==> src/design/dlab_pkg.sv <==
package dlab_pkg;

    // ------------------------------------------------------------
    // Clock and link rates
    // ------------------------------------------------------------
    localparam int unsigned CLK_HZ = 40_000_000;
    localparam int unsigned NUM_RATES = 4;
    localparam logic [1:0] RATE_FIRST = 2'h0;
    localparam logic [1:0] RATE_LAST = 2'h3;
    localparam int unsigned BAUD_38400 = 38400;
    localparam int unsigned BAUD_19200 = 19200;
    localparam int unsigned BAUD_9600 = 9600;
    localparam int unsigned BAUD_4800 = 4800;

    // ------------------------------------------------------------
    // Drive addresses
    // ------------------------------------------------------------
    localparam logic [3:0] ADDR_FIRST = 4'h1;
    localparam logic [3:0] ADDR_LAST = 4'hf;

    // ------------------------------------------------------------
    // Timeout extension
    // ------------------------------------------------------------
    localparam int unsigned EXTRA_STEP_MS = 14;
    localparam int unsigned EXTRA_STEP_CYC = EXTRA_STEP_MS * (CLK_HZ / 1000);

    typedef enum logic [2:0] {
        DLAB_IDLE = 3'b000,
        DLAB_POLL = 3'b001,
        DLAB_WAIT = 3'b010,
        DLAB_NEXT = 3'b011,
        DLAB_LOCK = 3'b100
    } dlab_state_t;

    typedef struct packed {
        logic [3:0] addr;
        logic [1:0] rate;
    } dlab_poll_t;

    // Bit period in clock cycles for a rate index, fastest first.
    function automatic logic [15:0] dlab_bit_cycles(input logic [1:0] rate);
        case (rate)
            2'h0: dlab_bit_cycles = 16'(CLK_HZ / BAUD_38400);
            2'h1: dlab_bit_cycles = 16'(CLK_HZ / BAUD_19200);
            2'h2: dlab_bit_cycles = 16'(CLK_HZ / BAUD_9600);
            default: dlab_bit_cycles = 16'(CLK_HZ / BAUD_4800);
        endcase
    endfunction

endpackage

==> src/design/dlab_search.sv <==
// What this block does
// - While searching, each rate is tried in turn with drive addresses polled from 1 up to 15.
// - The first good answer locks the rate then in use until reset.
// - A full pass with no answer starts the pass again until a rate locks.
// - Only 38400, 19200, 9600 and 4800 bit/s are supported and searched.
// - The locked rate is that of the first drive found and serves every drive afterwards.
// - Drives at another rate are never marked present in the connected-drive status.
// - The answer timeout grows by 0, 14, 28 or 42 ms for a two-bit setting of 0 to 3.
`timescale 1ns/10ps
`default_nettype none

module dlab_search
    import dlab_pkg::*;
#(
    parameter int unsigned BASE_TIMEOUT_CYC = 400_000,
    parameter int unsigned EXTRA_STEP = EXTRA_STEP_CYC
) (
    // Clock and reset
    input wire logic core_clk,
    input wire logic resetn,
    input wire logic clk_en,
    // Configuration pins
    input wire logic [1:0] delay_sel,
    // Poll engine
    output logic poll_start,
    output dlab_pkg::dlab_poll_t poll_req,
    output logic [15:0] bit_cycles,
    input wire logic poll_done,
    input wire logic answer_ok,
    // Status
    output logic locked,
    output logic [1:0] locked_rate,
    output logic [15:1] drive_present
);
    import dlab_pkg::*;

    // Timer arithmetic is 32 bits wide; the largest limit must leave room to count past it.
    if (BASE_TIMEOUT_CYC < 1 ||
        64'(BASE_TIMEOUT_CYC) + 64'h3 * 64'(EXTRA_STEP) > 64'hffff_fff0) begin : g_bad_timeout
        $error("dlab_search: timeout parameters out of range");
    end

    // Next drive in polling order; the walk wraps from the last drive back to the first.
    function automatic logic [3:0] dlab_next_addr(input logic [3:0] addr);
        dlab_next_addr = (addr == ADDR_LAST) ? ADDR_FIRST : addr + 4'h1;
    endfunction

    // ------------------------------------------------------------
    // Delay setting filter
    // ------------------------------------------------------------
    // The setting comes from switches outside the clock domain. A change only counts
    // once the last two stages agree, so a value seen for only one sample never reaches the timer.
    logic [1:0] sel_s1_q, sel_s1_d;
    logic [1:0] sel_s2_q, sel_s2_d;
    logic [1:0] sel_s3_q, sel_s3_d;
    logic [1:0] delay_q, delay_d;

    always_comb begin
        sel_s1_d = delay_sel;
        sel_s2_d = sel_s1_q;
        sel_s3_d = sel_s2_q;
        delay_d = (sel_s2_q == sel_s3_q) ? sel_s2_q : delay_q;
    end

    always_ff @(posedge core_clk or negedge resetn) begin
        if (!resetn) begin
            sel_s1_q <= '0;
            sel_s2_q <= '0;
            sel_s3_q <= '0;
            delay_q <= '0;
        end else if (clk_en) begin
            sel_s1_q <= sel_s1_d;
            sel_s2_q <= sel_s2_d;
            sel_s3_q <= sel_s3_d;
            delay_q <= delay_d;
        end
    end

    // ------------------------------------------------------------
    // Search state
    // ------------------------------------------------------------
    dlab_state_t state_q, state_d;
    logic [3:0] addr_q, addr_d;
    logic [1:0] rate_q, rate_d;
    logic [31:0] timer_q, timer_d;
    logic [15:1] present_q, present_d;
    logic start_q, start_d;
    logic locked_q, locked_d;
    logic [15:0] bits_q, bits_d;
    logic [31:0] limit;

    // The extra delay helps slow drives; it costs search time on every silent address.
    assign limit = BASE_TIMEOUT_CYC + 32'(delay_q) * EXTRA_STEP;

    always_comb begin
        state_d = state_q;
        addr_d = addr_q;
        rate_d = rate_q;
        timer_d = timer_q;
        present_d = present_q;
        start_d = 1'b0;
        case (state_q)
            DLAB_IDLE: begin
                state_d = DLAB_POLL;
            end
            DLAB_POLL: begin
                start_d = 1'b1;
                timer_d = '0;
                state_d = DLAB_WAIT;
            end
            DLAB_WAIT: begin
                timer_d = timer_q + 32'h1;
                if (poll_done && answer_ok) begin
                    // The lock loop starts its own poll at once, on the next drive.
                    present_d[addr_q] = 1'b1;
                    addr_d = dlab_next_addr(addr_q);
                    timer_d = '0;
                    state_d = DLAB_LOCK;
                end else if (poll_done || timer_q >= limit) begin
                    state_d = DLAB_NEXT;
                end
            end
            DLAB_NEXT: begin
                if (addr_q == ADDR_LAST) begin
                    addr_d = ADDR_FIRST;
                    rate_d = (rate_q == RATE_LAST) ? RATE_FIRST : rate_q + 2'h1;
                end else begin
                    addr_d = addr_q + 4'h1;
                end
                state_d = DLAB_POLL;
            end
            DLAB_LOCK: begin
                // Locked: keep cycling addresses at the held rate to serve every drive.
                if (start_q == 1'b0 && timer_q == '0) begin
                    start_d = 1'b1;
                end
                timer_d = timer_q + 32'h1;
                if (poll_done || timer_q >= limit) begin
                    if (poll_done) begin
                        present_d[addr_q] = answer_ok;
                    end
                    addr_d = dlab_next_addr(addr_q);
                    timer_d = '0;
                end
            end
            default: begin
                state_d = DLAB_IDLE;
            end
        endcase
        // Status is taken from the next state, so the registered copies lag nothing.
        locked_d = (state_d == DLAB_LOCK);
        bits_d = dlab_bit_cycles(rate_d);
    end

    always_ff @(posedge core_clk or negedge resetn) begin
        if (!resetn) begin
            state_q <= DLAB_IDLE;
            addr_q <= ADDR_FIRST;
            rate_q <= RATE_FIRST;
            timer_q <= '0;
            present_q <= '0;
            start_q <= 1'b0;
            locked_q <= 1'b0;
            bits_q <= 16'(CLK_HZ / BAUD_38400);
        end else if (clk_en) begin
            state_q <= state_d;
            addr_q <= addr_d;
            rate_q <= rate_d;
            timer_q <= timer_d;
            present_q <= present_d;
            start_q <= start_d;
            locked_q <= locked_d;
            bits_q <= bits_d;
        end
    end

    assign poll_start = start_q;
    assign poll_req = '{addr: addr_q, rate: rate_q};
    assign bit_cycles = bits_q;
    assign locked = locked_q;
    assign locked_rate = rate_q;
    assign drive_present = present_q;

    // ------------------------------------------------------------
    // Assertions
    // ------------------------------------------------------------
    a_rate_held: assert property (@(posedge core_clk) disable iff (!resetn)
        locked |=> locked && $stable(rate_q)) else $error("rate changed after lock");
    a_rate_step: assert property (@(posedge core_clk) disable iff (!resetn)
        (clk_en && state_q == DLAB_NEXT && addr_q != ADDR_LAST) |=> addr_q == $past(addr_q) + 4'h1 && $stable(rate_q))
        else $error("address did not step");
    a_pass_wrap: assert property (@(posedge core_clk) disable iff (!resetn)
        (clk_en && state_q == DLAB_NEXT && addr_q == ADDR_LAST) |=> addr_q == ADDR_FIRST && state_q == DLAB_POLL)
        else $error("pass did not restart");
    a_lock_first: assert property (@(posedge core_clk) disable iff (!resetn)
        (clk_en && state_q == DLAB_WAIT && poll_done && answer_ok) |=> locked && rate_q == $past(rate_q))
        else $error("lock missed first answer");
    a_no_ghost: assert property (@(posedge core_clk) disable iff (!resetn)
        !locked |-> drive_present == '0) else $error("drive present without lock");
    a_time_out: assert property (@(posedge core_clk) disable iff (!resetn)
        (clk_en && state_q == DLAB_WAIT && !poll_done && timer_q >= limit) |=> state_q == DLAB_NEXT)
        else $error("timeout not honoured");
    a_poll_pulse: assert property (@(posedge core_clk) disable iff (!resetn)
        (clk_en && state_q == DLAB_POLL) |=> poll_start && state_q == DLAB_WAIT) else $error("poll not issued");
    a_rate_range: assert property (@(posedge core_clk) disable iff (!resetn)
        bit_cycles >= 16'(CLK_HZ / BAUD_38400)) else $error("rate outside supported set");
    a_bits_match: assert property (@(posedge core_clk) disable iff (!resetn)
        bit_cycles == 16'(CLK_HZ / (BAUD_38400 >> locked_rate))) else $error("bit period does not match rate");
    a_loop_step: assert property (@(posedge core_clk) disable iff (!resetn)
        (clk_en && locked && poll_done) |=> addr_q == dlab_next_addr($past(addr_q)))
        else $error("lock loop did not move on");
    a_sel_filter: assert property (@(posedge core_clk) disable iff (!resetn)
        (clk_en && sel_s2_q != sel_s3_q) |=> $stable(delay_q)) else $error("unsettled delay setting used");

    c_lock: cover property (@(posedge core_clk) disable iff (!resetn) $rose(locked));
    c_rate_wrap: cover property (@(posedge core_clk) disable iff (!resetn)
        state_q == DLAB_NEXT && rate_q == RATE_LAST && addr_q == ADDR_LAST);
    c_timeout: cover property (@(posedge core_clk) disable iff (!resetn)
        state_q == DLAB_WAIT && timer_q >= limit);
    c_lock_loop: cover property (@(posedge core_clk) disable iff (!resetn)
        locked && poll_done && answer_ok);

endmodule // dlab_search

`default_nettype wire

==> config.mk <==
export PLATFORM = sky130hd
export DESIGN_NAME = dlab_search
export DESIGN_NICKNAME = d
export VERILOG_FILES = /design/src/design/dlab_pkg.sv /design/src/design/dlab_search.sv
export SDC_FILE = /design/constraint.sdc
export NUM_CORES = 1
export LEC_CHECK = 0
export BUFFER_PORTS_ARGS = -buffer_cell sky130_fd_sc_hd__buf_4
export CAP_MARGIN = 5
export CORE_MARGIN = 3
export CORE_UTILIZATION = 54
export DETAILED_ROUTE_END_ITERATION = 16
export PLACE_DENSITY_LB_ADDON = 0.15
export SYNTH_ARGS = -nofsm -noshare
export SYNTH_HDL_FRONTEND = slang
export SYNTH_SLANG_ARGS = --single-unit
==> constraint.sdc <==
create_clock -name core_clk -period 2.4 [get_ports core_clk]
set_input_delay 0.36 -clock core_clk [delete_from_list [all_inputs] [get_ports core_clk]]
set_output_delay 0.36 -clock core_clk [all_outputs]
set_load 0.005 [all_outputs]
==> results of run 1 <==
==> registers in the layout, indices dropped and copies added (netlist names) <==
signal,flops
sel_s2_q,2
state_q,3
addr_q,4
sel_s1_q,2
timer_q,32
locked,1
delay_q,2
bit_cycles,7
drive_present,15
sel_s3_q,2
poll_start,1
locked_rate,2
==> metal layers <==
layer	track usage, %	wire, microns	up-vias
li1	-	-	1947
met1	30.6	4830	2025
met2	41.0	6180	120
met3	4.97	567	14
met4	5.83	159	0
met5	0	0	-
==> worst register-to-register path, delay by kind of cell, from the launching register on <==
kind | cells | cell delay [ps]
AOI/OAI and AO/OA | 3 | 540
buffers and inverters | 3 | 450
adders and majority gates | 2 | 440
DFF | 1 | 400
muxes | 1 | 320
and+or+nand+nor | 3 | 290
==> metrics by stage <==
stage	cell area [sq um]	instances	total power, mW	hold slack (ps)
2_1_floorplan	4530	480	2.72	64.4
3_3_place_gp	5340	659	3.46	456
3_5_place_dp	5340	659	3.54	470
4_1_cts	5600	678	4.56	184
5_1_grt	6040	686	5.09	215
6_report	6040	686	4.77	150
==> synth_stat cells (3+ instances only) <==
| cell | n | share of area [%] |
|---|---|---|
| sky130_fd_sc_hd__dfrtp_1 | 70 | 39 |
| sky130_fd_sc_hd__a21oi_1 | 55 | 6.2 |
| sky130_fd_sc_hd__nand2_1 | 49 | 4.1 |
| sky130_fd_sc_hd__nand3_1 | 30 | 3.4 |
| sky130_fd_sc_hd__ha_1 | 29 | 8.1 |
| sky130_fd_sc_hd__nor2_1 | 26 | 2.2 |
| sky130_fd_sc_hd__clkbuf_1 | 19 | 1.6 |
| sky130_fd_sc_hd__inv_1 | 17 | 1.4 |
| sky130_fd_sc_hd__a221o_1 | 14 | 3.1 |
| sky130_fd_sc_hd__mux2_2 | 14 | 3.5 |
| sky130_fd_sc_hd__o21ai_0 | 12 | 1.3 |
| sky130_fd_sc_hd__buf_4 | 11 | 1.8 |
| sky130_fd_sc_hd__nand4_1 | 10 | 1.4 |
| sky130_fd_sc_hd__and3_1 | 8 | 1.1 |
| sky130_fd_sc_hd__nor4_1 | 8 | 1.1 |
| sky130_fd_sc_hd__and2_1 | 7 | 0.98 |
| sky130_fd_sc_hd__or3_1 | 7 | 0.98 |
| sky130_fd_sc_hd__a31oi_1 | 6 | 0.84 |
| sky130_fd_sc_hd__and4_1 | 5 | 0.98 |
| sky130_fd_sc_hd__nor2b_1 | 5 | 0.70 |
| sky130_fd_sc_hd__nor3_1 | 5 | 0.56 |
| sky130_fd_sc_hd__o311ai_2 | 5 | 1.8 |
| sky130_fd_sc_hd__a21boi_0 | 4 | 0.67 |
| sky130_fd_sc_hd__buf_2 | 4 | 0.45 |
| sky130_fd_sc_hd__a21o_1 | 3 | 0.50 |
| sky130_fd_sc_hd__a22oi_1 | 3 | 0.50 |
| sky130_fd_sc_hd__dfstp_2 | 3 | 1.8 |
| sky130_fd_sc_hd__mux2i_1 | 3 | 0.67 |
| sky130_fd_sc_hd__nand2b_1 | 3 | 0.42 |
| sky130_fd_sc_hd__nor3b_1 | 3 | 0.50 |
| sky130_fd_sc_hd__o22a_1 | 3 | 0.59 |
| sky130_fd_sc_hd__xnor2_1 | 3 | 0.59 |
| sky130_fd_sc_hd__xor2_1 | 3 | 0.59 |
==> repair_timing <==
item | 4_1_cts | 5_1_grt
cloned | 0 | 3
endpoints found under the setup margin | 42 | 52
hold endpoints to repair | 0 | 0
pin swaps | 10 | 30
gates resized for setup | 11 | 83
buffers inserted | 3 | 5
==> where the power goes <==
group / total (mW) / internal (mW) / switching (mW)
sequential: 1.72 / 1.49 / 0.224
combinational: 2.10 / 1.02 / 1.07
clock: 0.958 / 0.481 / 0.477
total: 4.77 / 3.00 / 1.77
==> worst min path at each step <==
stage,depth (start not counted),startpoint,end
floorplan,0,resetn,addr_q[1]
global placement,2,bit_cycles[0],bit_cycles[0]
detailed placement,2,bit_cycles[0],bit_cycles[0]
CTS,1,resetn,timer_q[26]
global route,1,resetn,sel_s2_q[0]
finish,1,resetn,timer_q[14]
==> area by class of cell <==
type                    instances  area, sq um  area share [%]
flip-flops and latches         73         1830            30.3
clock buffers                  11          131            2.18
multi-input cells             355         2810            46.5
inverters                      17         66.3            1.10
well taps                     102          128            2.11
repair buffers                123         1020            16.8
clock inverters                 5         58.8           0.974
==> kinds of logic after synthesis <==
family	after synthesis	share of synthesized area, %
flops	73	40.9
simple gates	177	20.8
mux	17	4.20
compound gates	122	19.3
fa+ha+maj	29	8.12
other cells	1	0.0839
xor+xnor	6	1.18
buf+inv	52	5.40
==> flow_metrics.env, run 1 <==
export IMPL_run_status="complete, but fails checks"
export IMPL_violations="setup timing"
export IMPL_cp_buffers_inverters=3
export IMPL_synth_lib_cells_used_distinct=59
export IMPL_rows=32
export IMPL_finalMaxSlewViolations=0
export IMPL_worstSetupEndpoint="addr_q[1]"
export IMPL_overflow_after_grt=0
export IMPL_dr_drc_count=0
export IMPL_setup_worst_path_start="delay_q[0]"
export IMPL_worstSetupEndpointType="register"
export IMPL_grt_start_max_net_pins=74
export IMPL_quantity_of_hold_fixing_buffers_added_after_cts=0
export IMPL_synth_main_ff_cell="sky130_fd_sc_hd__dfrtp_1"
export IMPL_drt_vias_per_instance=5.99
export IMPL_worst_slew_pin_slew_ps=934
export IMPL_worstPathCellList="inv_2 -> buf_6 -> ha_4 -> o21ai_2 -> ha_1 -> nand4_1 -> nor4_2 -> a22oi_2 -> buf_4 -> nand3_4 -> o211ai_4 -> mux2_4"
export IMPL_power_density_nw_per_um2=790
export IMPL_buffer_type_at_the_clock_tree_root="sky130_fd_sc_hd__clkbuf_8"
export IMPL_fmaxAchievable_mhz=395
export IMPL_mostFrequentLayoutCells="106 x sky130_fd_sc_hd__buf_4, 69 x sky130_fd_sc_hd__dfrtp_1, 48 x sky130_fd_sc_hd__nand2_1, 29 x sky130_fd_sc_hd__a21oi_1, 28 x sky130_fd_sc_hd__nand3_1"
export IMPL_antenna_violations_before_repair=0
export IMPL_report_final_setup_viol=32
export IMPL_timing_final_crit_share_pct=106
export IMPL_mostFrequentLayoutCell="sky130_fd_sc_hd__buf_4"
export IMPL_num_fill_cells=515
export IMPL_regToRegSetupSlack_ps=-130
export IMPL_clkLatencyLatePin_ps=350
export IMPL_postSynth_asyncResetShare_pct=100
export IMPL_initial_core_util_pct=56.7
export IMPL_end_of_flow_core_utilization_pct=76.6
export IMPL_timing_rr_end="addr_q[1]"
export IMPL_worstHoldPathType="primary input to async pin"
export IMPL_crit_fanout=5
export IMPL_maxCapViolCount=0
export IMPL_rsz0062_at_grt="true"
export IMPL_synth_seq_area_share_pct=40.9
export IMPL_cp_data_arrival_time_ps=2770
export IMPL_layout_nets=615
export IMPL_start_kind="register"
export IMPL_critical_path_class="register to register"
export IMPL_diodes=0
export IMPL_grtUsageTotal_pct=23.8
export IMPL_cts_sinks=73
export IMPL_post_place_ws_ps=-173
export IMPL_p_leak_nw=2.68
export IMPL_syn_area_sq_um=4470
export IMPL_cts_max_level=3
export IMPL_floorplan_die_width_microns=97.0
export IMPL_wire_per_inst_microns=17.1
export IMPL_chipHeight_microns=97.0
export IMPL_synth_edff_count=0
export IMPL_timing_max_slew_rel_slack_pct=37.7
export IMPL_instance_count_of_the_mapped_netlist=477
export IMPL_die_area_sq_um=9410
export IMPL_hpwlAfterDp_microns=7890
export IMPL_antenna_violating_nets_post_route=0
export IMPL_critical_path_cell_count=12
export IMPL_port_buffers=43
export IMPL_clock_tree_buffer_depth=2
export IMPL_routabilityCongestion=0.875
export IMPL_yosysWarnings=0
export IMPL_first_pass_grt_wire_length_microns=18700
export IMPL_cts_tree="built"
export IMPL_number_of_cells_on_the_worst_reg_to_reg_path=12
export IMPL_floorplan_io_pins=48
export IMPL_fin_setup_tns_ps=-1880
export IMPL_crit_family="compound AO/OA/AOI/OAI gates"
export IMPL_core_area_sq_um=7890
export IMPL_synth_area_per_cell_sq_um=9.37
export IMPL_area_delta_synth_final_pct=35.1
export IMPL_first_pass_iters=4
export IMPL_timing_critical_path_required_ps=2640
export IMPL_drive_gt1_share_pct=39.0
export IMPL_worst_r2r_startpoint="delay_q[0]"
export IMPL_worst_path_largest_cell_delay_ps=400
export IMPL_drtIter0Drc=225
export IMPL_hold_violations=0
export IMPL_cts_reportedPaths_clkPinSlew_ps=80
export IMPL_postRouteWirelength_microns=11700
export IMPL_final_period_minus_worst_setup_slack_ps=2530
export IMPL_crit_path_top_delay_cell="sky130_fd_sc_hd__dfrtp_1"
export IMPL_grt_pass1_vias=3981
export IMPL_post_route_setup_slack_ps=-135
export IMPL_routed_via_count=4106
export IMPL_worst_ir_drop_vdd_v=0.000631
export IMPL_num_cts_buffers=9
export IMPL_total_of_flip_flops_plus_latches_after_synthesis=73
export IMPL_final_setup_skew_ps=16.6
Note: power is estimated with default switching activity, not from simulation.
==> inputs of run 2 (changes only) <==
SKIP_CTS_REPAIR_TIMING = 1   (was default)
==> run 2 against run 1 <==
  * The flow still finishes with violations (setup timing)
  * Power decreased by 2.4%
  * Critical endpoint unchanged
  * Global-route usage decreased by 0.14 points
  * Non-clock buffer count decreased by 8
  * Combinational power decreased by 5%
  * Maximum frequency increased by 0.44%
  * Critical path type unchanged
  * Flip-flop and latch count unchanged
  * Setup slack improved by 11 ps
==> flow_metrics.env, run 2 (synthesis results as in run 1) <==
export IMPL_largest_reg_flops=32
export IMPL_antenna_violating_nets_post_route=0
export IMPL_crit_path_top_delay_cell="sky130_fd_sc_hd__dfrtp_1"
export IMPL_timing_critical_path_required_ps=2630
export IMPL_power_density_nw_per_um2=807
export IMPL_num_fill_cells=578
export IMPL_cts_reportedPaths_clkPinSlew_ps=70
export IMPL_worst_slew_pin_slew_ps=955
export IMPL_cp_buffers_inverters=2
export IMPL_crit_family="compound AO/OA/AOI/OAI gates"
export IMPL_core_area_sq_um=7890
export IMPL_grt_pass1_vias=3966
export IMPL_timing_final_crit_share_pct=105
export IMPL_rows=32
export IMPL_regToRegSetupSlack_ps=-120
export IMPL_grtUsageTotal_pct=23.6
export IMPL_fmaxAchievable_mhz=396
export IMPL_report_final_setup_viol=24
export IMPL_floorplan_die_width_microns=97.0
export IMPL_overflow_after_grt=0
export IMPL_finalMaxSlewViolations=0
export IMPL_first_pass_grt_wire_length_microns=18600
export IMPL_end_of_flow_core_utilization_pct=73.1
export IMPL_start_kind="register"
export IMPL_drt_vias_per_instance=5.83
export IMPL_post_route_setup_slack_ps=-124
export IMPL_wl_met1_microns=4730
export IMPL_met3_routed_length_microns=467
export IMPL_buffer_type_at_the_clock_tree_root="sky130_fd_sc_hd__clkbuf_8"
export IMPL_worstHoldPathType="primary input to async pin"
export IMPL_run_status="complete, but fails checks"
export IMPL_critical_path_class="register to register"
export IMPL_p_leak_nw=2.61
export IMPL_die_area_sq_um=9410
export IMPL_crit_fanout=5
export IMPL_number_of_cells_on_the_worst_reg_to_reg_path=11
export IMPL_cts_max_level=3
export IMPL_clkLatencyLatePin_ps=350
export IMPL_worst_path_largest_cell_delay_ps=420
export IMPL_timing_max_slew_rel_slack_pct=36.3
export IMPL_routabilityCongestion=0.875
export IMPL_cts_tree="built"
export IMPL_cell_repeated_most_along_the_worst_path="sky130_fd_sc_hd__ha_4"
export IMPL_worstPathCellList="inv_4 -> ha_4 -> xor2_2 -> ha_4 -> a41oi_2 -> o21ai_1 -> a22oi_2 -> buf_4 -> nand3_4 -> o211ai_4 -> mux2_4"
export IMPL_maxUsedRoutingLayer="met4"
export IMPL_timing_rr_end="addr_q[1]"
export IMPL_postLayoutCellArea_sq_um=5770
export IMPL_largest_register="timer_q"
export IMPL_clock_tree_buffer_depth=2
export IMPL_grt_start_max_net_pins=74
export IMPL_placed_cell_area_sq_um=5340
export IMPL_final_period_minus_worst_setup_slack_ps=2520
export IMPL_maxCapViolCount=0
export IMPL_dr_drc_count=0
export IMPL_routed_via_count=3956
export IMPL_chipHeight_microns=97.0
export IMPL_violations="setup timing"
export IMPL_num_cts_buffers=9
export IMPL_diodes=0
export IMPL_drive_gt1_share_pct=33.9
export IMPL_initial_core_util_pct=56.7
export IMPL_cts_sinks=73
export IMPL_final_setup_skew_ps=17.4
export IMPL_post_place_ws_ps=-173
export IMPL_worst_ir_drop_vdd_v=0.000604
export IMPL_postRouteWirelength_microns=11000
export IMPL_met2_wirelength_microns=5680
export IMPL_cp_data_arrival_time_ps=2760
export IMPL_worstSetupEndpointType="register"
export IMPL_antenna_violations_before_repair=0
export IMPL_hold_violations=0
export IMPL_hpwlAfterDp_microns=7890
export IMPL_layout_nets=607
export IMPL_mostFrequentLayoutCell="sky130_fd_sc_hd__buf_4"
export IMPL_wire_per_inst_microns=16.3
export IMPL_area_delta_synth_final_pct=29.0
export IMPL_port_buffers=43
export IMPL_first_pass_iters=5
export IMPL_drtIter0Drc=194
export IMPL_floorplan_io_pins=48
export IMPL_mostFrequentLayoutCells="106 x sky130_fd_sc_hd__buf_4, 69 x sky130_fd_sc_hd__dfrtp_1, 48 x sky130_fd_sc_hd__nand2_1, 46 x sky130_fd_sc_hd__a21oi_1, 29 x sky130_fd_sc_hd__nand3_1"
export IMPL_rsz0062_at_grt="true"
export IMPL_worst_r2r_startpoint="delay_q[0]"
[run 2: cell types whose count changed in the layout (fill, tap and decap cells not counted), moves of 3 or more]
cell / previous run / this run
sky130_fd_sc_hd__o311ai_4: 5 / 1
sky130_fd_sc_hd__o311ai_2: 1 / 5
sky130_fd_sc_hd__a21oi_1: 29 / 46
sky130_fd_sc_hd__a21oi_2: 26 / 9
sky130_fd_sc_hd__buf_6: 13 / 8
sky130_fd_sc_hd__a21boi_0: 1 / 4
sky130_fd_sc_hd__a21boi_2: 3 / 0
[run 2: worst register-to-register path, delay by kind of cell (launching register included)]
family          cells  cell delay, ps
compound gates      4             720
flops               1             420
fa+ha+maj           2             400
mux                 1             320
buf+inv             2             280
xor+xnor            1             180
simple gates        1             100
[run 2: report_power, final]
group	total, mW	switching, mW	internal [mW]	leakage (nW)
clock network	0.950	0.469	0.481	0.0895
logic	1.99	1.01	0.982	1.57
registers	1.71	0.223	1.49	0.952
[run 2: final cells by class]
type                       instances  area [sq um]  area share, %
clock inverter                     5          58.8           1.02
sequential                        73          1830           31.8
clock buffer                      11           131           2.28
multi-input combinational        355          2640           45.8
tap                              102           128           2.21
timing repair buffer             115           906           15.7
inverter                          17          68.8           1.19
[run 2: layer usage]
layer / global-route usage [%] / up-vias
met5: 0 / -
met4: 5.83 / 0
met3: 5.05 / 15
met2: 40.6 / 105
met1: 30.4 / 1911
li1: - / 1925
[run 2: stage by stage]
stage          hold slack, ps  setup TNS, ps  power [mW]  cells
2_1_floorplan            64.4          -1.48        2.72    480
3_3_place_gp              456           -382        3.46    659
3_5_place_dp              470          -1970        3.54    659
4_1_cts                   184          -2550        4.50    675
5_1_grt                   214          -6320        4.99    678
6_report                  124          -1160        4.66    678
[run 2: worst max-delay path by stage]
| stage | start | endpoint | depth (start not counted) |
|---|---|---|---|
| after floorplan | delay_q[1] | addr_q[1] | 10 |
| after global placement | delay_q[1] | addr_q[1] | 11 |
| final | delay_q[0] | addr_q[1] | 11 |
| after global routing | delay_q[0] | addr_q[1] | 11 |
| after detailed placement | delay_q[1] | addr_q[0] | 11 |
| after CTS | delay_q[1] | addr_q[1] | 11 |
==> inputs of run 3 (changes only) <==
CELL_PAD_IN_SITES_DETAIL_PLACEMENT = 1   (was default)
CELL_PAD_IN_SITES_GLOBAL_PLACEMENT = 1   (was default)
CORE_UTILIZATION = 43   (was 54)
CTS_BUF_LIST = sky130_fd_sc_hd__clkbuf_4   (was default)
==> run 3 against run 2 <==
  * The run still ends with setup timing left
  * Clock-buffer cell count rose by 1
  * Cell area rose by 3.0%
  * Sequential share of layout area fell by 0.93 points
  * Sequential power barely moved
  * Critical path type unchanged
  * Critical endpoint unchanged
  * Largest power group unchanged
  * Highest routed layer unchanged
==> flow_metrics.env, run 3 (synthesis results as in run 1) <==
export IMPL_area_sequential_sq_um=1830
export IMPL_routed_via_count=4157
export IMPL_initial_core_util_pct=44.9
export IMPL_worstPathCellList="inv_2 -> ha_4 -> xor2_1 -> ha_1 -> a41oi_2 -> o21ai_2 -> a22oi_2 -> buf_4 -> nand3_4 -> o211ai_4 -> mux2_4"
export IMPL_regToRegSetupSlack_ps=-320
export IMPL_cts_tree="built"
export IMPL_largest_register="timer_q"
export IMPL_grt_pass1_vias=4259
export IMPL_cts_max_level=3
export IMPL_p_int_mw=3.11
export IMPL_critical_path_class="register to register"
export IMPL_drive_gt1_share_pct=36.3
export IMPL_post_place_ws_ps=-199
export IMPL_cts_sinks=73
export IMPL_report_final_setup_viol=50
export IMPL_postRouteWirelength_microns=14000
export IMPL_antenna_violations_before_repair=0
export IMPL_overflow_after_grt=0
export IMPL_first_pass_grt_wire_length_microns=21000
export IMPL_mostFrequentLayoutCells="109 x sky130_fd_sc_hd__buf_4, 69 x sky130_fd_sc_hd__dfrtp_1, 47 x sky130_fd_sc_hd__nand2_1, 38 x sky130_fd_sc_hd__a21oi_1, 28 x sky130_fd_sc_hd__nand3_1"
export IMPL_cp_data_arrival_time_ps=3050
export IMPL_power_net_switching_mw=1.85
export IMPL_core_area_sq_um=9950
export IMPL_hpwlAfterDp_microns=9300
export IMPL_buffer_type_at_the_clock_tree_root="sky130_fd_sc_hd__clkbuf_4"
export IMPL_finalMaxSlewViolations=0
export IMPL_num_fill_cells=1115
export IMPL_port_buffers=43
export IMPL_cts_reportedPaths_clkPinSlew_ps=130
export IMPL_fmaxAchievable_mhz=368
export IMPL_start_kind="register"
export IMPL_maxUsedRoutingLayer="met4"
export IMPL_dr_drc_count=0
export IMPL_diodes=0
export IMPL_met3_routed_length_microns=525
export IMPL_mostFrequentLayoutCell="sky130_fd_sc_hd__buf_4"
export IMPL_final_period_minus_worst_setup_slack_ps=2720
export IMPL_num_cts_buffers=9
export IMPL_comb_power_share_pct=44.8
export IMPL_timing_critical_path_required_ps=2730
export IMPL_area_used_by_multi_input_combinational_logic_sq_um=2700
export IMPL_drt_vias_per_instance=5.80
export IMPL_worst_slew_pin_slew_ps=614
export IMPL_chipHeight_microns=108
export IMPL_maxCapViolCount=0
export IMPL_antenna_violating_nets_post_route=0
export IMPL_timing_max_slew_rel_slack_pct=58.7
export IMPL_layout_nets=615
export IMPL_violations="setup timing"
export IMPL_worstHoldPathType="primary input to register"
export IMPL_drtIter0Drc=220
export IMPL_largest_reg_flops=32
export IMPL_worst_ir_drop_vdd_v=0.000484
export IMPL_netSwitchingFraction_pct=37.3
export IMPL_seq_power_share_pct=34.8
export IMPL_end_of_flow_core_utilization_pct=59.7
export IMPL_rsz0062_at_grt="true"
export IMPL_power_density_nw_per_um2=835
export IMPL_timing_final_crit_share_pct=113
export IMPL_grtUsageTotal_pct=22.6
export IMPL_power_frac_clock_pct=20.4
export IMPL_wl_met1_microns=6200
export IMPL_post_route_setup_slack_ps=-317
export IMPL_floorplan_io_pins=48
export IMPL_crit_path_top_delay_cell="sky130_fd_sc_hd__dfrtp_2"
export IMPL_wire_per_inst_microns=19.5
export IMPL_first_pass_iters=4
export IMPL_routabilityCongestion=0.845
export IMPL_clock_tree_buffer_depth=2
export IMPL_met2_wirelength_microns=7130
export IMPL_rows=36
export IMPL_p_leak_nw=2.69
export IMPL_hold_violations=0
export IMPL_clkLatencyLatePin_ps=430
export IMPL_floorplan_die_width_microns=108
export IMPL_die_area_sq_um=11700
export IMPL_run_status="complete, but fails checks"
export IMPL_worstSetupEndpointType="register"
export IMPL_crit_fanout=4
export IMPL_grt_start_max_net_pins=38
export IMPL_worst_path_largest_cell_delay_ps=480
export IMPL_area_delta_synth_final_pct=32.9
export IMPL_final_setup_skew_ps=22.9
## run 3: cell types whose count changed in the layout (fill, tap and decap cells not counted), moves of 3 or more
cell	delta
sky130_fd_sc_hd__ha_1	+3
sky130_fd_sc_hd__a21oi_2	+7
sky130_fd_sc_hd__clkbuf_8	-9
sky130_fd_sc_hd__buf_6	+3
sky130_fd_sc_hd__clkbuf_4	+12
sky130_fd_sc_hd__buf_4	+3
sky130_fd_sc_hd__a21oi_1	-8
## run 3: per-layer routing
layer	vias up	track usage (%)
li1	1939	-
met1	2101	29.7
met2	101	38.8
met3	16	4.06
met4	0	5.68
met5	-	0
## run 3: worst max-delay path, delay by kind of cell (launching register included)
kind | cells | cell delay [ps]
xor+xnor | 1 | 180
fa+ha+maj | 2 | 500
buf+inv | 2 | 310
flops | 1 | 480
mux | 1 | 320
simple gates | 1 | 100
compound gates | 4 | 720
## run 3: layout make-up
type,instances,share of cell area (%)
clock buffers,12,1.52
clock inverters,4,1.58
inverters,17,1.07
multi-input cells,355,45.5
flip-flops and latches,73,30.8
well taps,133,2.80
repair buffers,123,16.7
## run 3: final timing paths
path,startpoint,endpoint,cells after the start
worst min-delay path,delay_sel[1],sel_s1_q[1],2
worst max-delay path,delay_q[1],addr_q[1],11
worst min register to register,sel_s1_q[1],sel_s1_q[1],1
worst max register to register,delay_q[1],addr_q[1],11
max in group asynchronous,resetn,delay_q[1],3
min in group asynchronous,resetn,timer_q[22],2
## run 3: stage by stage
| stage | power (mW) | instance area [sq um] | std cells | TNS (ps) | hold slack, ps |
|---|---|---|---|---|---|
| final | 4.96 | 5940 | 717 | -11260 | 165 |
| after global routing | 5.28 | 5940 | 717 | -16490 | 152 |
| after CTS | 4.67 | 5590 | 708 | -6420 | -118 |
| after detailed placement | 3.64 | 5400 | 692 | -4840 | 376 |
| after global placement | 3.54 | 5400 | 692 | -2340 | 372 |
| after floorplan | 2.72 | 4530 | 480 | -1.48 | 64.4 |
## run 3: power by group through the flow
stage	clock [mW]	sequential (mW)	combinational, mW
global route	1.09	1.77	2.42
detailed placement	0	1.74	1.91
finish	1.01	1.73	2.22
global placement	0	1.71	1.83
floorplan	0	1.72	1.01
CTS	1.03	1.71	1.93
